--- src/hdl/dp_lane_pkg.sv ---
package dp_lane_pkg;
  // ----------------------------------------------------------------
  // register offsets
  // ----------------------------------------------------------------
  localparam logic [7:0] OFS_EQ13  = 8'h10;
  localparam logic [7:0] OFS_EQ02  = 8'h11;
  localparam logic [7:0] OFS_SNOOP = 8'h12;
  localparam logic [7:0] OFS_CTRL  = 8'h13;

  // ----------------------------------------------------------------
  // field positions and masks
  // ----------------------------------------------------------------
  localparam int         EQ_HI_LSB     = 4;
  localparam int         PWR_LSB       = 5;
  localparam int         SNOOP_OFF_BIT = 7;
  localparam int         FORCE_LSB     = 4;
  localparam logic [7:0] CTRL_WR_MASK  = 8'hBF;
  localparam logic [7:0] REG_RESET     = 8'h00;
  localparam logic [7:0] READ_NONE     = 8'h00;

  // ----------------------------------------------------------------
  // snooped sink addresses and decoded values
  // ----------------------------------------------------------------
  localparam logic [19:0] DPCD_POWER  = 20'h00600;
  localparam logic [19:0] DPCD_LANES  = 20'h00101;
  localparam logic [1:0]  PWR_ON      = 2'h1;
  localparam logic [1:0]  PWR_CLEAR   = 2'h0;
  localparam logic [4:0]  CNT_CLEAR   = 5'h00;
  localparam logic [4:0]  CNT_ONE     = 5'h01;
  localparam logic [4:0]  CNT_TWO     = 5'h02;
  localparam logic [4:0]  CNT_FOUR    = 5'h04;
  localparam logic [3:0]  LANES_NONE  = 4'h0;
  localparam logic [3:0]  LANES_ONE   = 4'h1;
  localparam logic [3:0]  LANES_TWO   = 4'h3;
  localparam logic [3:0]  LANES_FOUR  = 4'hF;

  // ----------------------------------------------------------------
  // lane configuration and sideband force codes
  // ----------------------------------------------------------------
  localparam logic [1:0] CFG_OFF      = 2'h0;
  localparam logic [1:0] CFG_USB      = 2'h1;
  localparam logic [1:0] CFG_DP4      = 2'h2;
  localparam logic [1:0] CFG_DP2_USB  = 2'h3;
  localparam logic [1:0] FORCE_FOLLOW = 2'h0;
  localparam logic [1:0] FORCE_N1_P2  = 2'h1;
  localparam logic [1:0] FORCE_N2_P1  = 2'h2;
  localparam logic [1:0] FORCE_OPEN   = 2'h3;

  // ----------------------------------------------------------------
  // serial target
  // ----------------------------------------------------------------
  localparam logic [6:0] TARGET_ADDR  = 7'h2A; // arbitrary value
  localparam logic [3:0] BITS_IN_BYTE = 4'h8;
  localparam logic [3:0] CNT_ZERO     = 4'h0;
  localparam logic [3:0] CNT_STEP     = 4'h1;
  localparam logic [7:0] PTR_STEP     = 8'h01;

  typedef enum logic [4:0] {
    ST_IDLE = 5'h01,
    ST_DEV  = 5'h02,
    ST_SUB  = 5'h04,
    ST_WR   = 5'h08,
    ST_RD   = 5'h10
  } serial_state_t;
endpackage : dp_lane_pkg

--- src/hdl/serial_target.sv ---
`timescale 1ns/1ps
module serial_target
  import dp_lane_pkg::*;
(
  // clock and reset
  input  wire logic       clk,
  input  wire logic       reset,
  // two-wire pins
  input  wire logic       scl_in,
  input  wire logic       sda_in,
  output logic            sda_oe,
  // register side
  output logic            wr_en,
  output logic [7:0]      reg_addr,
  output logic [7:0]      wr_data,
  input  wire logic [7:0] rd_data
);
  serial_state_t state_r;
  logic          scl_prev_r;
  logic          sda_prev_r;
  logic [3:0]    cnt_r;
  logic [7:0]    shift_r;
  logic [7:0]    tx_r;
  logic          ack_r;
  logic          nack_r;
  logic          rise;
  logic          fall;
  logic          start_c;
  logic          stop_c;
  logic          byte_done;
  logic          wr_step_r;

  // ----------------------------------------------------------------
  // bus event decode
  // ----------------------------------------------------------------
  assign rise      = scl_in & ~scl_prev_r;
  assign fall      = ~scl_in & scl_prev_r;
  assign start_c   = scl_in & scl_prev_r & sda_prev_r & ~sda_in;
  assign stop_c    = scl_in & scl_prev_r & ~sda_prev_r & sda_in;
  assign byte_done = fall & ~ack_r & (cnt_r == BITS_IN_BYTE);

  // pin history
  always_ff @(posedge clk) begin
    scl_prev_r <= reset ? 1'b1 : scl_in;
    sda_prev_r <= reset ? 1'b1 : sda_in;
  end

  // byte engine; sda only changes after scl falls, so data stays legal
  always_ff @(posedge clk) begin
    wr_en <= 1'b0;
    if (reset) begin
      state_r  <= ST_IDLE;
      cnt_r    <= CNT_ZERO;
      shift_r  <= REG_RESET;
      tx_r     <= REG_RESET;
      ack_r    <= 1'b0;
      nack_r   <= 1'b0;
      sda_oe   <= 1'b0;
      reg_addr <= REG_RESET;
      wr_data  <= REG_RESET;
    end else if (start_c) begin
      state_r <= ST_DEV;
      cnt_r   <= CNT_ZERO;
      ack_r   <= 1'b0;
      sda_oe  <= 1'b0;
    end else if (stop_c) begin
      state_r <= ST_IDLE;
      sda_oe  <= 1'b0;
    end else if (rise && ack_r) begin
      nack_r <= sda_in;
    end else if (rise && state_r != ST_IDLE) begin
      shift_r <= {shift_r[6:0], sda_in};
      cnt_r   <= cnt_r + CNT_STEP;
    end else if (fall && ack_r) begin
      ack_r  <= 1'b0;
      cnt_r  <= CNT_ZERO;
      sda_oe <= 1'b0;
      if (state_r == ST_RD) begin
        if (nack_r) begin
          state_r <= ST_IDLE;
        end else begin
          tx_r     <= rd_data;
          sda_oe   <= ~rd_data[7];
          reg_addr <= reg_addr + PTR_STEP;
        end
      end
    end else if (byte_done) begin
      ack_r  <= 1'b1;
      sda_oe <= (state_r != ST_RD);
      case (state_r)
        ST_DEV: begin
          if (shift_r[7:1] != TARGET_ADDR) begin
            state_r <= ST_IDLE;
            ack_r   <= 1'b0;
            sda_oe  <= 1'b0;
          end else begin
            state_r <= shift_r[0] ? ST_RD : ST_SUB;
          end
        end
        ST_SUB: begin
          reg_addr <= shift_r;
          state_r  <= ST_WR;
        end
        ST_WR: begin
          wr_en   <= 1'b1;
          wr_data <= shift_r;
        end
        default: begin
        end
      endcase
    end else if (fall && state_r == ST_RD) begin
      tx_r   <= {tx_r[6:0], 1'b0};
      sda_oe <= ~tx_r[6];
    end
    // step last, after the strobe has used the old pointer
    if (wr_step_r && !reset) begin
      reg_addr <= reg_addr + PTR_STEP;
    end
  end

  // address pointer moves on after each written byte
  // (kept separate so a write lands before the pointer steps)
  always_ff @(posedge clk) begin
    wr_step_r <= reset ? 1'b0 : wr_en;
  end
endmodule : serial_target

--- src/hdl/dp_lane_eq_aux_snoop_regs.sv ---
`timescale 1ns/1ps
// Notes on behaviour
// - reg dp_lane1_lane3_eq holds lane1 eq high, lane3 low
// - reg dp_lane0_lane2_eq holds lane0 eq high, lane2 low
// - software select low: fields follow strap pins
// - software select high: eq follows written fields
// - snooped power-state write lands in bits 6:5
// - snoop on: power state gates lanes
// - snooped lane-count write lands in bits 4:0
// - snoop on: only counted lanes enabled
// - snoop off: lanes follow per-lane off bits
// - display enable falling clears power state
// - display enable falling clears lane count
// - control bit 7 high turns snooping off
// - force 01: auxn to sbu1, auxp to sbu2
// - force 10: auxn to sbu2, auxp to sbu1
// - force 11: both aux lines open
// - software select chooses strap or register eq
// - lane config decodes off, usb, dp4, dp2
module dp_lane_eq_aux_snoop_regs
  import dp_lane_pkg::*;
(
  // clock and reset
  input  wire logic        clk,
  input  wire logic        reset,
  // two-wire register port
  input  wire logic        scl_in,
  input  wire logic        sda_in,
  output logic             sda_out,
  output logic             sda_oe,
  // snooped aux writes
  input  wire logic        aux_wr_valid,
  input  wire logic [19:0] aux_wr_addr,
  input  wire logic [7:0]  aux_wr_data,
  // general configuration
  input  wire logic        eq_software_select,
  input  wire logic [1:0]  lane_config_select,
  input  wire logic        orientation_swap_select,
  input  wire logic [1:0]  display_eq_strap_pins,
  // lane equalization and enables
  output logic [3:0]       lane0_eq_level,
  output logic [3:0]       lane1_eq_level,
  output logic [3:0]       lane2_eq_level,
  output logic [3:0]       lane3_eq_level,
  output logic [3:0]       lane_on_r,
  // sideband switch
  output logic             auxn_sbu1_r,
  output logic             auxn_sbu2_r,
  output logic             auxp_sbu1_r,
  output logic             auxp_sbu2_r
);
  // ----------------------------------------------------------------
  // decode helpers
  // ----------------------------------------------------------------
  function automatic logic [3:0] count_mask(input logic [4:0] cnt);
    if (cnt == CNT_ONE) begin
      count_mask = LANES_ONE;
    end else if (cnt == CNT_TWO) begin
      count_mask = LANES_TWO;
    end else if (cnt == CNT_FOUR) begin
      count_mask = LANES_FOUR;
    end else begin
      count_mask = LANES_NONE;
    end
  endfunction : count_mask

  function automatic logic [3:0] config_mask(input logic [1:0] cfg);
    if (cfg == CFG_DP4) begin
      config_mask = LANES_FOUR;
    end else if (cfg == CFG_DP2_USB) begin
      config_mask = LANES_TWO;
    end else begin
      config_mask = LANES_NONE;
    end
  endfunction : config_mask

  // ----------------------------------------------------------------
  // register port
  // ----------------------------------------------------------------
  logic       wr_en;
  logic [7:0] reg_addr;
  logic [7:0] wr_data;
  logic [7:0] rd_data;

  serial_target u_target (
    .clk      (clk),
    .reset    (reset),
    .scl_in   (scl_in),
    .sda_in   (sda_in),
    .sda_oe   (sda_oe),
    .wr_en    (wr_en),
    .reg_addr (reg_addr),
    .wr_data  (wr_data),
    .rd_data  (rd_data)
  );

  // open-drain pin only ever pulls low
  assign sda_out = 1'b0;

  // ----------------------------------------------------------------
  // registers
  // ----------------------------------------------------------------
  logic [7:0] eq13_r;
  logic [7:0] eq02_r;
  logic [1:0] pwr_r;
  logic [4:0] cnt_r;
  logic [7:0] ctrl_r;
  logic       dp_en_prev_r;

  // write strobes and snoop hits
  logic       wr_eq13;
  logic       wr_eq02;
  logic       wr_ctrl;
  logic       hit_pwr;
  logic       hit_cnt;
  logic       dp_en_fall;
  logic [3:0] strap_level;
  assign wr_eq13     = wr_en & (reg_addr == OFS_EQ13);
  assign wr_eq02     = wr_en & (reg_addr == OFS_EQ02);
  assign wr_ctrl     = wr_en & (reg_addr == OFS_CTRL);
  assign hit_pwr     = aux_wr_valid & (aux_wr_addr == DPCD_POWER);
  assign hit_cnt     = aux_wr_valid & (aux_wr_addr == DPCD_LANES);
  assign dp_en_fall  = dp_en_prev_r & ~lane_config_select[1];
  assign strap_level = {2'b00, display_eq_strap_pins};

  // equalization fields; strap tracking wins over software writes
  always_ff @(posedge clk) begin
    if (reset) begin
      eq13_r <= REG_RESET;
      eq02_r <= REG_RESET;
    end else if (!eq_software_select) begin
      eq13_r <= {strap_level, strap_level};
      eq02_r <= {strap_level, strap_level};
    end else begin
      if (wr_eq13) begin
        eq13_r <= wr_data;
      end
      if (wr_eq02) begin
        eq02_r <= wr_data;
      end
    end
  end

  // snoop capture; a capture in the clearing cycle is kept
  always_ff @(posedge clk) begin
    dp_en_prev_r <= reset ? 1'b0 : lane_config_select[1];
    if (reset) begin
      pwr_r <= PWR_CLEAR;
      cnt_r <= CNT_CLEAR;
    end else begin
      if (hit_pwr) begin
        pwr_r <= aux_wr_data[1:0];
      end else if (dp_en_fall) begin
        pwr_r <= PWR_CLEAR;
      end
      if (hit_cnt) begin
        cnt_r <= aux_wr_data[4:0];
      end else if (dp_en_fall) begin
        cnt_r <= CNT_CLEAR;
      end
    end
  end

  // control register; reserved bit 6 never stores
  always_ff @(posedge clk) begin
    if (reset) begin
      ctrl_r <= REG_RESET;
    end else if (wr_ctrl) begin
      ctrl_r <= wr_data & CTRL_WR_MASK;
    end
  end

  // read mux; unmapped offsets read zero
  assign rd_data =
    (reg_addr == OFS_EQ13)  ? eq13_r :
    (reg_addr == OFS_EQ02)  ? eq02_r :
    (reg_addr == OFS_SNOOP) ? {1'b0, pwr_r, cnt_r} :
    (reg_addr == OFS_CTRL)  ? ctrl_r : READ_NONE;

  assign lane1_eq_level = eq13_r[EQ_HI_LSB +: 4];
  assign lane3_eq_level = eq13_r[3:0];
  assign lane0_eq_level = eq02_r[EQ_HI_LSB +: 4];
  assign lane2_eq_level = eq02_r[3:0];

  // ----------------------------------------------------------------
  // lane enables
  // ----------------------------------------------------------------
  logic       snoop_on;
  logic [1:0] force_sel;
  logic [3:0] snoop_mask;
  logic [3:0] lane_nxt;
  assign snoop_on   = ~ctrl_r[SNOOP_OFF_BIT];
  assign force_sel  = ctrl_r[FORCE_LSB +: 2];
  assign snoop_mask = (pwr_r == PWR_ON) ? count_mask(cnt_r) : LANES_NONE;
  assign lane_nxt   = config_mask(lane_config_select) &
                      (snoop_on ? snoop_mask : ~ctrl_r[3:0]);

  // registered so the enables never glitch on a decode change
  always_ff @(posedge clk) begin
    lane_on_r <= reset ? LANES_NONE : lane_nxt;
  end

  // ----------------------------------------------------------------
  // sideband switch
  // ----------------------------------------------------------------
  logic follow_on;
  logic n1_nxt;
  logic n2_nxt;
  assign follow_on = lane_config_select[1];
  assign n1_nxt =
    (force_sel == FORCE_N1_P2) |
    ((force_sel == FORCE_FOLLOW) & follow_on & orientation_swap_select);
  assign n2_nxt =
    (force_sel == FORCE_N2_P1) |
    ((force_sel == FORCE_FOLLOW) & follow_on & ~orientation_swap_select);

  // p takes the sideband pin that n leaves, and is open whenever n is open
  always_ff @(posedge clk) begin
    auxn_sbu1_r <= reset ? 1'b0 : n1_nxt;
    auxp_sbu2_r <= reset ? 1'b0 : n1_nxt;
    auxn_sbu2_r <= reset ? 1'b0 : n2_nxt;
    auxp_sbu1_r <= reset ? 1'b0 : n2_nxt;
  end
endmodule : dp_lane_eq_aux_snoop_regs

--- config.mk ---
export PLATFORM = sky130hd
export DESIGN_NAME = dp_lane_eq_aux_snoop_regs
export DESIGN_NICKNAME = d
export VERILOG_FILES = /design/src/hdl/dp_lane_pkg.sv /design/src/hdl/serial_target.sv /design/src/hdl/dp_lane_eq_aux_snoop_regs.sv
export SDC_FILE = /design/constraint.sdc
export NUM_CORES = 1
export LEC_CHECK = 0
export BUFFER_PORTS_ARGS = -buffer_cell sky130_fd_sc_hd__clkbuf_2
export CAP_MARGIN = 20
export CORE_UTILIZATION = 49
export CTS_CLUSTER_SIZE = 16
export DETAILED_ROUTE_END_ITERATION = 7
export GPL_TIMING_DRIVEN = 0
export PLACE_DENSITY = 0.77
export SETUP_SLACK_MARGIN = 0.2
export SKIP_CTS_REPAIR_TIMING = 1
export SLEW_MARGIN = 5
export SYNTH_ARGS = -nofsm -noshare
export SYNTH_HDL_FRONTEND = slang
export SYNTH_SLANG_ARGS = --single-unit
--- constraint.sdc ---
create_clock -name clk -period 2.4 [get_ports clk]
set_clock_uncertainty 0.15 [all_clocks]
set_input_delay 0.12 -clock clk [delete_from_list [all_inputs] [get_ports clk]]
set_output_delay 0.12 -clock clk [all_outputs]
set_load 0.01 [all_outputs]
Word-level counts from Yosys, hierarchy flattened:

Index checks and enable logic that the tools add are counted.

* add/subtract/negate cells: 2
* multipliers: 0
* divide/modulo/power cells: 0
* magnitude comparators: 0
* equal/unequal tests: 38
* shifts and indexed selects: 0
* mux-type cells: 60
* bitwise logic cells: 38
* reduce and logical (&&, ||, !) cells: 32

Operators with widths (count)
* 2-to-1 mux 8 bit: 15
* 2-to-1 mux 5 bit: 8
* 2-to-1 mux 7 bit: 5
* equality test 8 x 5 -> 1 bit, second input constant: 4
* 2-to-1 mux 4 bit: 8
* 2-to-1 mux 6 bit: 4
* equality test 20 x 11 -> 1 bit, second input constant: 1
* equality test 20 x 9 -> 1 bit, second input constant: 1
* AND 1 bit: 18
* NOT 1 bit: 16
* AND reduction 8 bit: 2
* 2-to-1 mux 2 bit: 7
* 2-to-1 mux 1 bit: 12
* != test 3 bit, second input constant: 4
* AND reduction 6 bit: 2
* nonzero test 4 bit: 3
* equality test 5 x 2 -> 1 bit, second input constant: 2
* equality test 5 x 3 -> 1 bit, second input constant: 2
* case mux 5 bit (2 select lines): 1
* nonzero test 2 bit: 5
* AND reduction 3 bit: 3
* adder 8 x 1 -> 8 bit, second input constant: 1
* != test 4 bit, second input constant: 2
* AND reduction 4 bit: 2
* other kinds (27): 42

* register bits after elaboration: 84
* latch bits: 0
* memory bits (writable): 0
* bits in read-only memories: 0
* input port bits: 39
* output and inout port bits: 26
* memories: 0

Depth between registers and ports, before layout:

Gate-level depths: netlist (run 1).

* word-level depth: 12
* depth in mapped cells: 8

By module:

A second synthesis (run 1) with hierarchy kept.

* cell total of the unflattened synthesis: 426
* area, all modules: 4212.8 µm²

Modules (own cells, without submodules)
* serial_target: instances 1, cells each 241, area an instance 2367.3 µm²
* dp_lane_eq_aux_snoop_regs: instances 1, cells each 185, area an instance 1845.5 µm²

Worst setup path before layout (run 1):

Ideal clock, no wire load.

* path type: register to register
* start: register u_target.state_r[0]
* end: register u_target.tx_r[5]
* arrival time: 1950 ps
* required time: 2162 ps
* path slack: 212 ps
* cell stages (with the launch flop): 7
* cell sequence: dfxtp_1 or3_4 or3b_4 a2111oi_4 buf_6 nor2_2 a311oi_2

* word-level cells in the longest chain between the ends: 4

RTL lines
* from (decl): RTL line serial_target.sv:18 `serial_state_t state_r;`
* from (signal assigned): RTL line serial_target.sv:97 `state_r <= shift_r[0] ? ST_RD : ST_SUB;`
* equality test 5 bit / != test 5 x 1 -> 1 bit (equally long branches): RTL line serial_target.sv:78, serial_target.sv:111, serial_target.sv:71
* logical AND 1 bit (on tied branches): RTL line serial_target.sv:111, serial_target.sv:71
* nonzero test 2 bit (no source line) / NOT 1 bit (equally long branches)
* AND reduction 8 bit (no source line) (*)
* to (signal assigned): RTL line serial_target.sv:82 `tx_r <= rd_data;`
* to (signal assigned): RTL line serial_target.sv:112 `tx_r <= {tx_r[6:0], 1'b0};`
* to (decl): RTL line serial_target.sv:23 `logic [7:0] tx_r;`

Mark *: on every way between the ends. The rest lies on a longest branch, timed or not.
A chain may end at the register's enable or synchronous reset.

Worst setup path in the final report (run 1):

* start: register u_target.state_r[0]
* end: register u_target.tx_r[0]

Same word-level chain as after synthesis.

==> out/metrics.yaml, run 1 <==
final_util_pct: 62.83
die_w_um: 92.61
finalSetupTns_ns: 0
ctsHtreeMaxLevel: 3
cap_violations: 0
fmax_mhz: 461.0
crit_fanout: 6
start_kind: "flop"
total_leakage_power_nw: 2.020
synth.area.mux_share_pct: 8.709
root_buffer: "clkbuf_8"
setup_viol: 0
antennaDiodeCount: 0
final_cell_area_sq_um: 4931
synth_top_family_by_area: "simple AND/OR/NAND/NOR gates"
grt_pass1_wl_mm: 16.37
synth_warnings: 0
rsz0062_at_grt: "true"
gr-total-overflow: 0
tightest_slew_ns: 1.069
detail_route.wl_per_cell_um: 15.85
grt_max_degree: 15
powerDensity_nw_per_um2: 563.3
portBuffers: 60
synth_ff_type: "dfxtp_1"
required_ns: 2.53
synth-seq-area-share_pct: 43.79
io_pins: 65
routed_wl_mm: 10.40
syn-num-nets: 506
avgSynthCellArea_sq_um: 8.726
grt_use_total_pct: 24.72
cts_tree: "yes"
first_pass_iters: 5
syn_inst: 461
clk_latency_ns: 0.35
drtIter0Drc: 291
grt_pass1_vias: 3400
synth_edf_count: 8
cp.arrival_ns: 2.30
ys_types: 55
final_layout_size_suffix_gt1_share_pct: 20.76
die_y_um: 92.61
placed_cells: 623
fp.dieArea_sq_um: 8576
maxSlewViolCount: 0
antenna_found_initial: 0
fin_nets: 594
synth_seq_cells: 84
gp_congestion: 0.9052
status: "completed"
min_path_type: "input pin to flop"
synth_compound_area_share_pct: 15.68
num_vias: 3731
synth_area_sq_um: 4023
finalHoldViolCount: 0
numCtsBuffers: 9
synth_xor_xnor_area_share_pct: 2.395
synthToLayoutAreaGrowth_pct: 22.58
crit_type: "flop to flop"
cts_buffer_depth: 2
vias_per_cell: 5.688
finalCriticalPeriod_ns: 2.169
start_util_pct: 51.26
synthAdderAreaFrac_pct: 1.866
fp-row-count: 32
maxSlewHeadroom_pct: 28.21
yosys.area_share.simple_pct: 23.14
async_reset_ff_share_pct: 0
drtAntennaViolNets: 0
clkTransAtPathRegs_ns: 0.08
fin_cells: 656
drc_errors: 0
cts_num_sinks: 84
critPathCaptureType: "flop"
fin_crit_sh_pct: 90.39
peakVddDrop_mv: 0.4066
hold-worst-slack_ns: 0.0007558
coreArea_sq_um: 7848
hpwl_mm: 7.387
dpl-instance-area_sq_um: 4451
==> kinds of logic after synthesis <==
kind of cell	after synthesis
muxes	35
other	1
and+or+nand+nor	186
buffers and inverters	41
DFF	84
xor gates and xnor gates	11
AOI/OAI and AO/OA	97
adders and majority gates	6
==> where the power goes <==
part	total, mW	switching, mW	internal [mW]
combinational	0.205	0.114	0.0911
sequential	1.45	0.0204	1.43
clock	1.12	0.502	0.616
total	2.78	0.636	2.14
==> worst paths after layout <==
path / cells past startpoint / from / to / slack [ns]
setup / recovery: 7 / u_target.state_r[0]$_SDFFE_PP1P_ / u_target.tx_r[0]$_SDFFE_PP0P_ / 0.23
hold / removal: 3 / scl_in / u_target.state_r[1]$_SDFFE_PP0P_ / 0.0008
setup reg to reg: 7 / u_target.state_r[0]$_SDFFE_PP1P_ / u_target.tx_r[0]$_SDFFE_PP0P_ / 0.23
hold reg to reg: 1 / ctrl_r[3]$_SDFFE_PP0P_ / lane_on_r[3]$_SDFF_PP0_ / 0.32
==> layout by cell type (no fill, tap or decap), types with 3 or more instances in the layout <==
master | Yosys | routed
inv_1 | 16 | 16
a21oi_1 | 44 | 43
nor2_1 | 61 | 61
a22oi_1 | 5 | 5
dfxtp_1 | 76 | 74
nand2_1 | 40 | 39
nand2b_1 | 16 | 16
dlygate4sd3_1 | 0 | 13
ha_1 | 6 | 6
buf_4 | 3 | 5
edfxtp_1 | 8 | 8
nand3_1 | 18 | 15
mux2i_1 | 35 | 35
xnor2_1 | 9 | 9
a311oi_1 | 4 | 4
clkbuf_1 | 18 | 11
nor4_1 | 9 | 9
o21ai_0 | 14 | 14
nor2b_1 | 4 | 3
o21bai_1 | 3 | 3
clkbuf_8 | 0 | 10
nor3_1 | 8 | 7
nand3b_1 | 7 | 7
a211oi_1 | 13 | 13
clkbuf_2 | 0 | 68
==> registers in the layout (all words and copies together), names as in the netlist, 5 cells and up <==
name	flops
u_target.tx_r	7
cnt_r	5
ctrl_r	7
u_target.reg_addr	8
eq02_r	8
u_target.shift_r	8
u_target.wr_data	8
eq13_r	8
u_target.state_r	5
==> final cells by class <==
cell class | count | area, sq um
Buffer | 25 | 132.6
Clock buffer | 12 | 145.1
Clock inverter | 4 | 73.82
Fill cell | 655 | 2917
Inverter | 16 | 60.06
Multi-Input combinational cell | 336 | 2143
Sequential cell | 84 | 1767
Tap cell | 102 | 127.6
Timing Repair Buffer | 77 | 481.7
==> routing by layer <==
layer  vias to the layer above  global-route usage [%]  wire length [um]
met1                      1760                   30.29              4436
met5                         -                       0                 0
met4                         0                   8.464               248
met2                       150                   42.41              5084
met3                        23                   5.747               629
li1                       1798                       -                 -
==> through the flow <==
| step | setup WS [ns] | total power [mW] |
|---|---|---|
| after CTS | -0.2991 | 2.763 |
| after global routing | 0.1449 | 2.869 |
| after detailed placement | -0.2964 | 1.666 |
| after global placement | -0.1985 | 1.659 |
| final | 0.2307 | 2.778 |
| after floorplan | 0.2119 | 1.586 |
==> worst max-delay path: stages, from the launching register on <==
cell and delay, ns:
dfxtp_4 0.36, or3_4 0.41, or3b_4 0.43, a2111oi_4 0.21, buf_6 0.18, buf_8 0.12
nand4_1 0.10, a21oi_2 0.14
==> cells in the mapped netlist, types with 2 or more instances <==
master | n | area (sq um)
a211oi_1 | 13 | 97.59
a211oi_2 | 2 | 25.02
a21boi_0 | 2 | 15.01
a21oi_1 | 44 | 220.2
a22oi_1 | 5 | 37.54
a311oi_1 | 4 | 35.03
a31oi_1 | 2 | 12.51
and3_1 | 2 | 12.51
buf_1 | 2 | 7.510
buf_4 | 3 | 22.52
clkbuf_1 | 18 | 67.56
dfxtp_1 | 76 | 1521
edfxtp_1 | 8 | 240.2
ha_1 | 6 | 75.07
inv_1 | 16 | 60.06
mux2i_1 | 35 | 350.3
nand2_1 | 40 | 150.1
nand2b_1 | 16 | 100.1
nand3_1 | 18 | 90.09
nand3b_1 | 7 | 52.55
nand4_1 | 2 | 12.51
nor2_1 | 61 | 229.0
nor2b_1 | 4 | 25.02
nor3_1 | 8 | 40.04
nor3b_1 | 2 | 15.01
nor4_1 | 9 | 56.30
nor4b_1 | 2 | 17.52
o21a_1 | 2 | 15.01
o21ai_0 | 14 | 70.07
o21bai_1 | 3 | 22.52
or2_2 | 2 | 12.51
xnor2_1 | 9 | 78.83
xor2_1 | 2 | 17.52
No activity file was read; power rests on OpenSTA's default activity.
==> run 2: changes to the inputs <==
--- a/config.mk
+++ b/config.mk
@@ -11,10 +11,11 @@
 export CTS_CLUSTER_SIZE = 16
 export DETAILED_ROUTE_END_ITERATION = 7
 export GPL_TIMING_DRIVEN = 0
-export PLACE_DENSITY = 0.77
+export PLACE_DENSITY = 0.76
 export SETUP_SLACK_MARGIN = 0.2
 export SKIP_CTS_REPAIR_TIMING = 1
 export SLEW_MARGIN = 5
 export SYNTH_ARGS = -nofsm -noshare
 export SYNTH_HDL_FRONTEND = slang
+export SYNTH_HIERARCHICAL = 1
 export SYNTH_SLANG_ARGS = --single-unit
==> out/metrics.yaml, run 2 <==
power.total_mw: 2.625
avgSynthCellArea_sq_um: 9.889
yosys.area.top_type_share_pct: 36.12
synth-seq-area-share_pct: 41.82
synth_ff_type: "dfxtp_1"
cts_buffer_depth: 2
crit_chain: "nor4_4, nand4_2, mux2i_1, a21oi_1"
synth_area_sq_um: 4213
maxSlewViolCount: 0
clkTransAtPathRegs_ns: 0.09
yosys.area_share.simple_pct: 22.63
crit_buf_inv: 0
io_pins: 65
cap_violations: 0
hpwl_mm: 7.258
hold-worst-slack_ns: -0.02274
holdPathStages: 3
synth_edf_count: 8
ctsHtreeMaxLevel: 3
max_stage_delay_ns: 0.55
synth.area.mux_share_pct: 15.56
final_layout_size_suffix_gt1_share_pct: 25.44
portBuffers: 60
gp_congestion: 0.8689
mostFrequentLayoutCells: "dfxtp_1, clkbuf_2, nor2_1, mux2i_1, a21oi_1"
gr-total-overflow: 0
powerDensity_nw_per_um2: 529.0
status: "finished with violations"
async_reset_ff_share_pct: 0
crit_slowest_cell: "nor4_4"
fin_crit_sh_pct: 92.56
cp.arrival_ns: 2.30
synth_most_common_cell: "dfxtp_1"
drc_errors: 0
r2r_cells: 4
seq_power_share_pct: 55.4
synth_xor_xnor_area_share_pct: 2.287
r2r-end: "eq13_r[4]$_SDFFE_PP0P_"
critPathCaptureType: "flop"
fp-row-count: 33
root_buffer: "clkbuf_8"
synth_top_family_by_area: "simple AND/OR/NAND/NOR gates"
first_pass_iters: 4
worstHoldStart: "display_eq_strap_pins[1]"
switching_share_pct: 24.82
drtIter0Drc: 139
maxSlewHeadroom_pct: 59.12
switchingPower_mw: 0.6515
start_kind: "flop"
die_y_um: 94.72
fin_nets: 552
synth_top_cells_by_area: "dfxtp_1, mux2i_1, edfxtp_1, nor2_1, a21oi_1"
grt_use_total_pct: 23.61
cts_num_sinks: 84
syn-num-nets: 468
grt_max_degree: 15
cts_tree: "yes"
synthAdderAreaFrac_pct: 0.8910
ys_types: 68
grt_pass1_wl_mm: 16.22
pwr-share-comb_pct: 7.8
vias_per_cell: 5.613
grt_pass1_vias: 3213
synth_compound_area_share_pct: 12.47
peakVddDrop_mv: 0.3421
r2r_slack_ns: 0.18
antennaDiodeCount: 0
synth_common_cells: "dfxtp_1, nor2_1, mux2i_1, a21oi_1, nand4_1"
fp.dieArea_sq_um: 8972
failed_checks: "negative hold slack"
die_w_um: 94.72
dp_slack_ns: 0.06780
fmax_mhz: 450.2
synthToLayoutAreaGrowth_pct: 17.79
synth_seq_cells: 84
min_path_type: "input pin to flop"
num_vias: 3480
setup_viol: 0
crit_family: "simple AND/OR/NAND/NOR gates"
routed_wl_mm: 9.971
start_util_pct: 51.02
finalSetupTns_ns: 0
rsz0062_at_grt: "true"
synth.largest_area_cell: "dfxtp_1"
drtAntennaViolNets: 0
clk_latency_ns: 0.36
setup_slack_ns: 0.1786
mostFrequentLayoutCell: "dfxtp_1"
r2r_start: "u_target/reg_addr[2]$_DFFE_PP_"
power_frac_clock_pct: 36.8
crit_type: "flop to flop"
synth_warnings: 6
numCtsBuffers: 9
whs_endpoint: "eq02_r[1]$_SDFFE_PP0P_"
tightest_slew_ns: 0.6131
finalHoldViolCount: 3
antenna_found_initial: 0
crit_fanout: 10
finalCriticalPeriod_ns: 2.221
total_leakage_power_nw: 2.080
required_ns: 2.48
syn_inst: 426
coreArea_sq_um: 8258
detail_route.wl_per_cell_um: 16.08
intPower_mw: 1.973
-- run 2: changes by cell type after synthesis, moves of 7 or more --
| cell | delta |
|---|---|
| inv_1 | -9 |
| o21ai_0 | -11 |
| nand4_1 | +11 |
| nor2_1 | -7 |
| nand2_1 | -31 |
| buf_2 | +7 |
| clkbuf_1 | -9 |
| nand3_1 | -11 |
| a21oi_1 | -13 |
| mux2i_1 | +17 |
| and3_2 | +7 |
-- run 2: area by class of cell --
type                    count  area, sq um
multi-input cells         308         2278
clock inverters             4        28.78
inverters                   7        26.28
fillers                   717         3296
plain buffers              27        155.1
repair buffers             73        422.9
flip-flops and latches     84         1763
clock buffers              12        156.4
well taps                 105        131.4
-- run 2: worst max-delay path by stage --
stage,from,end,cells after the start
global route,u_target/reg_addr[2]$_DFFE_PP_,eq13_r[5]$_SDFFE_PP0P_,4
finish,u_target/reg_addr[2]$_DFFE_PP_,eq13_r[4]$_SDFFE_PP0P_,4
detailed placement,u_target/cnt_r[0]$_SDFFE_PP0P_,u_target/reg_addr[4]$_DFFE_PP_,6
floorplan,u_target/cnt_r[0]$_SDFFE_PP0P_,u_target/reg_addr[0]$_DFFE_PP_,6
global placement,u_target/cnt_r[0]$_SDFFE_PP0P_,u_target/reg_addr[6]$_DFFE_PP_,6
CTS,u_target/cnt_r[0]$_SDFFE_PP0P_,u_target/reg_addr[4]$_DFFE_PP_,6
-- run 2: power groups by stage --
stage | sequential [mW] | clock (mW) | combinational [mW]
floorplan | 1.49 | 0 | 0.108
global placement | 1.49 | 0 | 0.182
detailed placement | 1.49 | 0 | 0.184
CTS | 1.46 | 0.982 | 0.185
global route | 1.46 | 1.05 | 0.227
finish | 1.46 | 0.966 | 0.204
-- run 2: stage by stage --
step           utilization (%)  std cells  cell area [sq um]
3_3_place_gp             56.24        591               4644
6_report                 60.09        620               4962
3_5_place_dp             56.24        591               4644
5_1_grt                  60.09        620               4962
2_1_floorplan                -        426               4213
4_1_cts                  58.48        607               4830
-- run 2: logic make-up after synthesis --
kind of cell               Yosys count
buffers and inverters               34
other                                1
and+or+nand+nor                    160
xor gates and xnor gates            11
DFF                                 84
muxes                               58
adders and majority gates            3
AOI/OAI and AO/OA                   75
-- run 2: per-layer routing --
| metal | global-route usage [%] | vias up | wire, um |
|---|---|---|---|
| met5 | 0 | - | 0 |
| met4 | 7.197 | 0 | 135 |
| met3 | 4.670 | 11 | 431 |
| met2 | 37.89 | 83 | 4737 |
| met1 | 32.01 | 1653 | 4667 |
| li1 | - | 1733 | - |
-- run 2: worst reg2reg max path, cell delays in order, from the launching register on --
cell and delay (ns):
edfxtp_1 0.49, nor4_4 0.55, nand4_2 0.52, mux2i_1 0.31
a21oi_1 0.09
